--- src/core/ecc_pkg.sv ---
package ecc_pkg;

  // Controller clock
  localparam int CLK_PERIOD_NS = 4;

  // Oscillator stabilisation window after the enable output rises
  localparam longint WAKE_MIN_NS = 125_000_000;
  localparam longint WAKE_MAX_NS = 250_000_000;
  localparam int WAKE_MIN_CYC =
    int'((WAKE_MIN_NS + CLK_PERIOD_NS - 1) / CLK_PERIOD_NS);
  localparam int WAKE_MAX_CYC = int'(WAKE_MAX_NS / CLK_PERIOD_NS);
  localparam int WAKE_CNT_W   = 26;

  // Frequency selector: 0=18.432, 1=36.864, 2=49.152, 3=73.728 MHz
  localparam int         NUM_TAPS    = 4;
  localparam int         SEL_W       = 2;
  localparam logic [1:0] SEL_DEFAULT = 2'h0;
  localparam logic [1:0] SEL_BUS_CAP = 2'h1;

  // Channels of the clock switcher
  localparam int NUM_CH = 2;
  localparam int CH_CPU = 0;
  localparam int CH_BUS = 1;

  // Strap level that selects the external oscillator
  localparam logic STRAP_EXT = 1'b1;

  typedef enum logic [2:0] {
    ECC_RUN     = 3'b001,
    ECC_STANDBY = 3'b010,
    ECC_WARM    = 3'b100
  } ecc_pwr_t;

  typedef struct packed {
    logic rtc_match;
    logic keypad_event;
    logic wake_request;
    logic irq_pending;
  } ecc_wake_t;

  typedef struct packed {
    logic bus;
    logic cpu;
  } ecc_clk_t;

endpackage : ecc_pkg

--- src/core/ecc_clock_control.sv ---
`timescale 1ns/100ps
// Function
// - External strap runs CPU and buses from the pad; PLL taps unused.
// - External mode makes the clock pin an input; PLL mode drives it.
// - With pin select low the shared pin is the oscillator enable.
// - In external mode the pad blocks the clock from the second cycle of standby.
// - External mode with pin select high leaves standby at once on wake.
// - External mode, pin select low: wake raises the enable, then waits 0.125-0.25 s.
// - Only unmasked irq, RTC or keypad, or the wake request pin whatever its mask bit, ends standby.
// - In PLL mode a new selector moves CPU and bus clocks over once both taps are low.
// - The switch happens only while old and new clocks are both low.
// - Selector picks 18.432/36.864/49.152/73.728 MHz, bus capped.
// - Strap sampled at power-on reset release; high selects external.
module ecc_clock_control
  import ecc_pkg::*;
#(
  parameter int WAKE_CYCLES = WAKE_MIN_CYC
) (
  input  wire logic                clk,
  input  wire logic                sys_rst,
  input  wire logic                clk_en,
  input  wire logic                power_on_reset_n,
  input  wire logic                clock_source_strap,
  input  wire logic                enable_pin_function_select,
  input  wire logic [SEL_W-1:0]    cpu_clock_select,
  input  wire logic                standby_req,
  input  wire ecc_wake_t           wake_src,
  input  wire ecc_wake_t           wake_mask,
  input  wire logic [NUM_TAPS-1:0] pll_taps,
  input  wire logic                external_clock_pin_in,
  output logic                     external_clock_pin_out,
  output logic                     external_clock_pin_oe_n,
  output logic                     oscillator_enable_out,
  output ecc_clk_t                 clocks,
  output logic                     ext_mode,
  output logic                     in_standby
);

  ////////////////////////////////////////////////////////////////////////////
  logic por_q;
  logic next_por_q;
  logic next_ext_mode;

  always_comb begin
    next_por_q    = power_on_reset_n;
    next_ext_mode = ext_mode;
    if (power_on_reset_n && !por_q) begin
      next_ext_mode = (clock_source_strap == STRAP_EXT);
    end
  end

  always_ff @(posedge clk or posedge sys_rst) begin
    if (sys_rst) begin
      por_q    <= 1'b0;
      ext_mode <= 1'b0;
    end else if (clk_en) begin
      por_q    <= next_por_q;
      ext_mode <= next_ext_mode;
    end
  end

  ////////////////////////////////////////////////////////////////////////////
  ecc_pwr_t                pwr_state;
  ecc_pwr_t                next_pwr_state;
  logic [WAKE_CNT_W-1:0]   wake_cnt;
  logic [WAKE_CNT_W-1:0]   next_wake_cnt;
  logic                    osc_en;
  logic                    next_osc_en;
  logic                    wake_hit;
  localparam logic [WAKE_CNT_W-1:0] WAKE_LAST =
    WAKE_CNT_W'(WAKE_CYCLES - 1);

  assign wake_hit = (|(wake_src & wake_mask)) || wake_src.wake_request;

  always_comb begin
    next_pwr_state = pwr_state;
    next_wake_cnt  = wake_cnt;
    case (pwr_state)
      ECC_RUN: begin
        if (standby_req) begin
          next_pwr_state = ECC_STANDBY;
        end
      end
      ECC_STANDBY: begin
        next_wake_cnt = '0;
        if (wake_hit) begin
          if (ext_mode && !enable_pin_function_select) begin
            next_pwr_state = ECC_WARM;
          end else begin
            next_pwr_state = ECC_RUN;
          end
        end
      end
      ECC_WARM: begin
        if (wake_cnt == WAKE_LAST) begin
          next_pwr_state = ECC_RUN;
        end else begin
          next_wake_cnt = wake_cnt + 1'b1;
        end
      end
      default: begin
        next_pwr_state = ECC_RUN;
        next_wake_cnt  = '0;
      end
    endcase
    // enable drops on the same edge as the clocks stop
    next_osc_en = !(pwr_state == ECC_STANDBY &&
                    next_pwr_state == ECC_STANDBY);
  end

  always_ff @(posedge clk or posedge sys_rst) begin
    if (sys_rst) begin
      pwr_state <= ECC_RUN;
      wake_cnt  <= '0;
      osc_en    <= 1'b1;
    end else if (clk_en) begin
      pwr_state <= next_pwr_state;
      wake_cnt  <= next_wake_cnt;
      osc_en    <= next_osc_en;
    end
  end

  assign oscillator_enable_out = enable_pin_function_select ?
                                 (pwr_state == ECC_RUN) : osc_en;
  assign in_standby = (pwr_state != ECC_RUN);

  ////////////////////////////////////////////////////////////////////////////
  logic                  clk_run;
  logic                  pad_clk;
  logic [NUM_CH-1:0]     clk_q;
  logic [SEL_W-1:0]      cur_sel [NUM_CH];
  logic [SEL_W-1:0]      want_sel [NUM_CH];

  assign pad_clk = external_clock_pin_in &&
                   !(ext_mode && pwr_state == ECC_STANDBY);
  assign clk_run = (pwr_state == ECC_RUN);

  // bus capped at the 36.864 MHz tap
  assign want_sel[CH_CPU] = cpu_clock_select;
  assign want_sel[CH_BUS] = (cpu_clock_select > SEL_BUS_CAP) ?
                            SEL_BUS_CAP : cpu_clock_select;

  for (genvar ch = 0; ch < NUM_CH; ch++) begin : g_switch
    logic [SEL_W-1:0] next_sel;
    logic             next_clk;

    always_comb begin
      next_sel = cur_sel[ch];
      // swap only while both are low
      if (want_sel[ch] != cur_sel[ch] && !pll_taps[cur_sel[ch]] &&
          !pll_taps[want_sel[ch]]) begin
        next_sel = want_sel[ch];
      end
      // external mode feeds both from the pad
      if (!clk_run) begin
        next_clk = 1'b0;
      end else if (ext_mode) begin
        next_clk = pad_clk;
      end else begin
        next_clk = pll_taps[next_sel];
      end
    end

    always_ff @(posedge clk or posedge sys_rst) begin
      if (sys_rst) begin
        cur_sel[ch] <= SEL_DEFAULT;
        clk_q[ch]   <= 1'b0;
      end else if (clk_en) begin
        cur_sel[ch] <= next_sel;
        clk_q[ch]   <= next_clk;
      end
    end
  end

  assign clocks.cpu = clk_q[CH_CPU];
  assign clocks.bus = clk_q[CH_BUS];

  assign external_clock_pin_out  = clk_q[CH_CPU];
  assign external_clock_pin_oe_n = ext_mode;
endmodule : ecc_clock_control

--- config.mk ---
export PLATFORM = sky130hd
export DESIGN_NAME = ecc_clock_control
export DESIGN_NICKNAME = d
export VERILOG_FILES = /design/src/core/ecc_pkg.sv /design/src/core/ecc_clock_control.sv
export SDC_FILE = /design/constraint.sdc
export NUM_CORES = 1
export LEC_CHECK = 0
export ABC_CLOCK_PERIOD_IN_PS = 1750
export BUFFER_PORTS_ARGS = -buffer_cell sky130_fd_sc_hd__buf_2
export CAP_MARGIN = 10
export CELL_PAD_IN_SITES_DETAIL_PLACEMENT = 1
export CELL_PAD_IN_SITES_GLOBAL_PLACEMENT = 1
export CORE_UTILIZATION = 39
export DETAILED_ROUTE_END_ITERATION = 7
export GPL_ROUTABILITY_DRIVEN = 0
export GPL_TIMING_DRIVEN = 0
export PLACE_DENSITY = 0.76
export SLEW_MARGIN = 20
export SYNTH_ARGS = -nofsm -noshare
export SYNTH_HDL_FRONTEND = slang
export SYNTH_SLANG_ARGS = --single-unit
--- constraint.sdc ---
create_clock -name clk -period 1.75 [get_ports clk]
set_input_delay 0.525 -clock clk [delete_from_list [all_inputs] [get_ports clk]]
set_output_delay 0.525 -clock clk [all_outputs]
set_load 0.03 [all_outputs]
==> results.py, run 1 <==
metrics = {
    "critical_path": {
        "critical_path_class": "flop to output pin",
        "setup.worst_path.start_class": "flop",
        "worstPathCellList": "inv_4, nor3_4, mux2_4, buf_6",
        "end_kind": "output pin",
        "crit_arrival_ps": 1380,
        "required_ps": 1220,
        "r2r_cells": 9,
        "crit_slowest_cell": "dfstp_2",
        "cpPeakStageDelay_ps": 560,
        "crit_path_max_fanout": 3,
    },
    "synthesis": {
        "synth-edff-count": 0,
        "synthCells": 229,
        "synth-compound-area-share_pct": 10.6,
        "yosysUniqueCellTypes": 45,
        "yosysSeqAreaShare_pct": 44.5,
        "synth_mux_area_share_pct": 6.25,
        "synth_fa_ha_area_share_pct": 0.584,
        "syn_area_per_cell_um2": 9.36,
        "ys_seq_elements": 38,
        "ys_warn_count": 0,
        "synth-main-ff-cell": "dfrtp_1",
        "yosys.area_share.simple_pct": 26.7,
        "synthXorXnorAreaFrac_pct": 7.36,
        "syn-num-nets": 252,
        "async_flop_share_pct": 100,
        "synth_top_family_by_area": "simple AND/OR/NAND/NOR gates",
        "syn_area_um2": 2140,
    },
    "run": {
        "max_cap_viol_count": 0,
    },
    "die": {
        "dieArea_um2": 5800,
        "placement_rows": 26,
        "die_y_um": 76.1,
        "fp.dieW_um": 76.1,
        "pin_count": 29,
        "core_area_um2": 5200,
        "initial_core_util_pct": 41.2,
    },
    "pwr": {
        "pwr_density_cell_nw_per_um2": 920,
        "p_leak_nw": 1.23,
        "total_power_mw": 2.60,
        "vdd_drop_max_v": 0.000485,
    },
    "worst_hold_path": {
        "hp-class": "input pin to async pin",
    },
    "route": {
        "ant_nets": 0,
        "vias": 1941,
        "routed_wl_um": 5910,
        "viasPerCell": 5.50,
        "dr.pass1.iters": 4,
        "drc": 0,
        "detail_route.wl_per_cell_um": 16.8,
        "drt_iter0_markers": 81,
    },
    "grt": {
        "grt_max_degree": 24,
        "grt_pass1_vias": 1973,
        "grt.overflow.total": 0,
        "grt_pass1_wl_um": 9690,
        "antenna_found_initial": 0,
        "track_usage_pct": 20.8,
    },
    "final_layout": {
        "fill_cells": 597,
        "areaGrowthSynthToFinish_pct": 31.8,
        "final-instance-count-excl-fill": 353,
        "drive_gt1_share_pct": 38.2,
        "nets": 305,
        "diodes": 0,
    },
    "clock_network": {
        "htreeDepth": 2,
        "insertion_delay_ps": 300,
        "path_clk_slew_ps": 80,
        "hold_buffers": 0,
        "cts_tree": "yes",
        "cts_max_path_buffers": 2,
        "cts_root_buffer": "clkbuf_8",
        "cts_buffers": 5,
        "numClockSinks": 38,
    },
    "sta": {
        "hold_violations": 0,
        "fmax_mhz": 524,
        "period_share_pct": 109,
        "setup_slack_ps": -159,
        "relSlewSlack_pct": 67.7,
        "clock_skew_ps": 8.61,
        "rsz0062_at_grt": "true",
        "max_slew.worst_pin.slew_ps": 481,
        "slew_viol_final": 0,
        "setup_viol": 3,
        "fin_crit_ps": 1910,
    },
    "run_status": {
        "outcome": "complete, but fails checks",
        "violations": "negative setup slack",
    },
    "placed_design": {
        "numPortBuffers": 27,
        "dp_hpwl_um": 3900,
        "placedCellCount": 327,
    },
}
synthesized netlist by cell type (4+ instances only):
master	instances	area share, %
inv_1	8	1.4
dfrtp_1	36	42
nor2_1	20	3.5
or3_1	8	2.3
nand3_1	9	2.1
o21ai_1	4	0.93
a31oi_1	5	1.5
a21oi_1	12	2.8
and3_1	6	1.8
o21ai_0	10	2.3
xor2_1	8	3.3
mux2_2	7	3.7
xnor2_1	10	4.1
clkbuf_1	4	0.70
nor3_1	12	2.8
nand2_1	21	3.7
nand4_1	7	2.0
area by class of cell:
type                       count  area [um2]  area share [%]
multi-input combinational    173        1250            44.4
sequential                    38         958            33.9
timing repair buffer          47         333            11.8
tap                           70        87.6            3.10
clock buffer                   7        86.3            3.06
buffer                         7        58.8            2.08
inverter                      10        41.3            1.46
clock inverter                 1        5.00           0.177
cells in the final DEF (no fill, tap or decap), types with 4 or more instances in the layout:
| cell type | synthesis | routed |
|---|---|---|
| dfrtp_1 | 36 | 32 |
| buf_2 | 2 | 26 |
| nand2_1 | 21 | 20 |
| nor2_1 | 20 | 19 |
| buf_4 | 3 | 17 |
| o21ai_0 | 10 | 10 |
| xnor2_1 | 10 | 10 |
| nand3_1 | 9 | 9 |
| a21oi_1 | 12 | 9 |
| nor3_1 | 12 | 9 |
| clkbuf_8 | 0 | 8 |
| xor2_1 | 8 | 8 |
| nand4_1 | 7 | 7 |
| inv_1 | 8 | 7 |
| mux2_2 | 7 | 6 |
| buf_6 | 0 | 6 |
| or3_1 | 8 | 5 |
| a31oi_1 | 5 | 4 |
| and3_1 | 6 | 4 |
| dfrtp_2 | 0 | 4 |
what timing repair did:
action | in CTS | in global routing
buffers inserted | 6 | 14
resized for setup | 17 | 35
cloned | 0 | 1
pin swaps | 3 | 15
setup endpoints to repair | 26 | 30
hold endpoints to repair | 0 | 0
worst paths after layout:
check                                   start                     to  slack (ps)
max                              pwr_state[0]  oscillator_enable_out        -160
min                                   sys_rst           wake_cnt[14]         200
max reg2reg                      pwr_state[0]            wake_cnt[9]         -20
min reg2reg                            osc_en                 osc_en         500
max in group asynchronous             sys_rst           pwr_state[0]        1020
min in group clk           clock_source_strap               ext_mode         450
state kept, by name, summed over array words and instances, names as in the netlist:
register                count
osc_en                      1
wake_cnt                   26
pwr_state                   3
clocks                      1
external_clock_pin_out      1
ext_mode                    1
por_q                       1
cur_sel                     4
routing by layer:
layer,part of all wire [%],GRT usage [%],vias up,wire (um)
li1,-,-,931,-
met4,1.2,5.77,0,71
met5,0,0,-,0
met2,50,34.4,16,2970
met3,2.3,3.59,7,136
met1,46,28.2,987,2740
per-stage QoR:
stage / area [um2] / utilization (%) / worst slack, ps / setup TNS (ps) / hold slack [ps]
after CTS: 2590 / 49.7 / -208 / -555 / 226
final: 2830 / 54.3 / -159 / -294 / 201
after global placement: 2370 / 45.5 / -239 / -13660 / 484
after floorplan: 2140 / - / 21.1 / 0 / 465
after global routing: 2830 / 54.3 / -210 / -616 / 233
after detailed placement: 2390 / 46.0 / -252 / -5530 / 491
report_power, final:
| group | switching (mW) | leakage, nW | internal [mW] | total [mW] |
|---|---|---|---|---|
| clock | 0.331 | 0.0482 | 0.318 | 0.649 |
| sequential | 0.0914 | 0.502 | 0.969 | 1.06 |
| combinational | 0.466 | 0.682 | 0.424 | 0.891 |
| total | 0.889 | 1.23 | 1.71 | 2.60 |
logic make-up after synthesis:
| family | after synthesis |
|---|---|
| mux | 10 |
| compound gates | 40 |
| buf+inv | 19 |
| xor+xnor | 18 |
| fa+ha+maj | 1 |
| flops | 38 |
| simple gates | 103 |
critical path, delay by kind of cell (launching register included):
family	cells	cell delay (ps)
buffers and inverters	2	160
DFF	1	560
muxes	1	190
and+or+nand+nor	1	170
(Power assumes the default switching activity.)
==> inputs of run 2 (changes only) <==
--- a/config.mk
+++ b/config.mk
@@ -15,6 +15,7 @@
 export GPL_ROUTABILITY_DRIVEN = 0
 export GPL_TIMING_DRIVEN = 0
 export PLACE_DENSITY = 0.76
+export REMOVE_ABC_BUFFERS = 1
 export SLEW_MARGIN = 20
 export SYNTH_ARGS = -nofsm -noshare
 export SYNTH_HDL_FRONTEND = slang
==> run 2 against run 1 <==
Compared with the run above: the run still ends with negative setup slack left; via count decreased by 3.6%; worst setup slack lost 30 ps; register-to-register slack worse by 90 ps; clock-buffer cell count down 2; sequential share of layout area up 1.6 points; highest routed layer unchanged; clock skew grew 5.1 ps; die area unchanged; first-iteration DRC count down 9.9%; clock power grew 14%; wire length down 0.96%; hold slack got worse by 40 ps.
==> results.py, run 2 (synthesis gave the netlist of run 1 again) <==
metrics = {
    "final_layout": {
        "reg.largest.list": "wake_cnt x26, cur_sel x4, pwr_state x3",
        "final_cell_mix": "dfrtp_1 (34), buf_2 (24), nand2_1 (20)",
        "areaGrowthSynthToFinish_pct": 25.4,
        "diodes": 0,
        "drive_gt1_share_pct": 33.3,
        "fin_util_pct": 51.6,
        "seqCellArea_um2": 956,
        "final_common_cell": "dfrtp_1",
        "top_register": "wake_cnt",
        "multi_input_area_um2": 1220,
        "largest_reg_flops": 26,
        "nets": 289,
        "fill_cells": 612,
    },
    "grt": {
        "grt_pass1_vias": 1956,
        "grt.overflow.total": 0,
        "antenna_found_initial": 0,
        "grt_pass1_wl_um": 9510,
        "track_usage_pct": 20.5,
        "grt_max_degree": 29,
    },
    "route": {
        "routed_wl_um": 5860,
        "drt_iter0_markers": 73,
        "drc": 0,
        "ant_nets": 0,
        "viasPerCell": 5.55,
        "dr.pass1.iters": 4,
        "vias": 1871,
        "detail_route.wl_per_cell_um": 17.4,
    },
    "critical_path": {
        "end_kind": "output pin",
        "worstPathCellList": "inv_4, nor3_4, mux2_4, buf_6",
        "crit_path_max_fanout": 4,
        "setup.worst_path.start_class": "flop",
        "reg2reg_from": "pwr_state[2]",
        "crit_arrival_ps": 1410,
        "crit_slowest_cell": "dfstp_2",
        "regToRegEndpoint": "wake_cnt[9]",
        "r2r_setup_slack_ps": -110,
        "critPathTopFamily": "flip-flops",
        "critical_path_class": "flop to output pin",
        "cpPeakStageDelay_ps": 570,
        "path_buf_inv": 2,
        "r2r_cells": 7,
        "required_ps": 1220,
    },
    "die": {
        "pin_count": 29,
        "dieArea_um2": 5800,
        "die_y_um": 76.1,
        "fp.dieW_um": 76.1,
        "placement_rows": 26,
        "core_area_um2": 5200,
        "initial_core_util_pct": 41.2,
    },
    "clock_network": {
        "numClockSinks": 38,
        "path_clk_slew_ps": 90,
        "cts_root_buffer": "clkbuf_8",
        "cts_buffers": 5,
        "cts_tree": "yes",
        "cts_max_path_buffers": 2,
        "insertion_delay_ps": 290,
        "hold_buffers": 0,
        "htreeDepth": 2,
    },
    "sta": {
        "hold_violations": 0,
        "tns_ps": -711,
        "whs_ps": 161,
        "relSlewSlack_pct": 63.8,
        "fin_crit_ps": 1940,
        "period_share_pct": 111,
        "setup_slack_ps": -189,
        "fmax_mhz": 516,
        "setup_viol": 10,
        "clock_skew_ps": 13.7,
        "rsz0062_at_grt": "true",
        "max_slew.worst_pin.slew_ps": 539,
        "slew_viol_final": 0,
    },
    "pwr": {
        "p_leak_nw": 1.14,
        "vdd_drop_max_v": 0.000511,
        "pwr_density_cell_nw_per_um2": 968,
    },
    "run_status": {
        "outcome": "complete, but fails checks",
        "violations": "negative setup slack",
    },
    "worst_hold_path": {
        "hp-class": "input pin to async pin",
    },
    "run": {
        "max_cap_viol_count": 0,
    },
    "placed_design": {
        "dp_hpwl_um": 3780,
        "numPortBuffers": 27,
    },
}
## run 2: where the power goes
group	switching, mW	internal (mW)	leakage (nW)
logic	0.464	0.332	0.581
registers	0.0961	0.967	0.505
clock network	0.323	0.420	0.0579
## run 2: metrics by stage
step | power [mW] | instance area (um2) | std cells | setup WS (ps)
floorplan | 1.47 | 2100 | 220 | -29.6
global placement | 1.64 | 2320 | 317 | -817
detailed placement | 1.69 | 2350 | 319 | -374
CTS | 2.54 | 2590 | 334 | -219
global route | 2.72 | 2690 | 337 | -282
finish | 2.60 | 2690 | 337 | -189
## run 2: area by class of cell
class	count	share of cell area [%]
Multi-Input combinational cell	172	45.5
Sequential cell	38	35.6
Timing Repair Buffer	39	10.1
Tap cell	70	3.26
Clock buffer	5	2.56
Inverter	10	1.54
Clock inverter	3	1.49
## run 2: worst max path at each step
stage	start	end	slack, ps	depth (start not counted)
floorplan	pwr_state[0]	wake_cnt[10]	-30	6
global placement	clk_en	wake_cnt[17]	-820	4
detailed placement	clk_en	wake_cnt[9]	-370	6
CTS	pwr_state[0]	oscillator_enable_out	-220	4
global route	pwr_state[0]	oscillator_enable_out	-280	4
finish	pwr_state[0]	oscillator_enable_out	-190	4
## run 2: metal layers
metal  share of wire, %  GRT usage, %  wire length, um  vias up
li1                   -             -                -      891
met2                 51          33.8             2980       20
met3                2.0          3.35              119        4
met5                  0             0                0        -
met1                 46          27.8             2710      956
met4               0.82          5.77               48        0
## run 2: what timing repair did
action / in CTS / in global routing
pin swaps: 2 / 5
endpoints found under the setup margin: 24 / 31
hold endpoints to repair: 0 / 0
resized for setup: 18 / 22
buffers inserted: 7 / 3
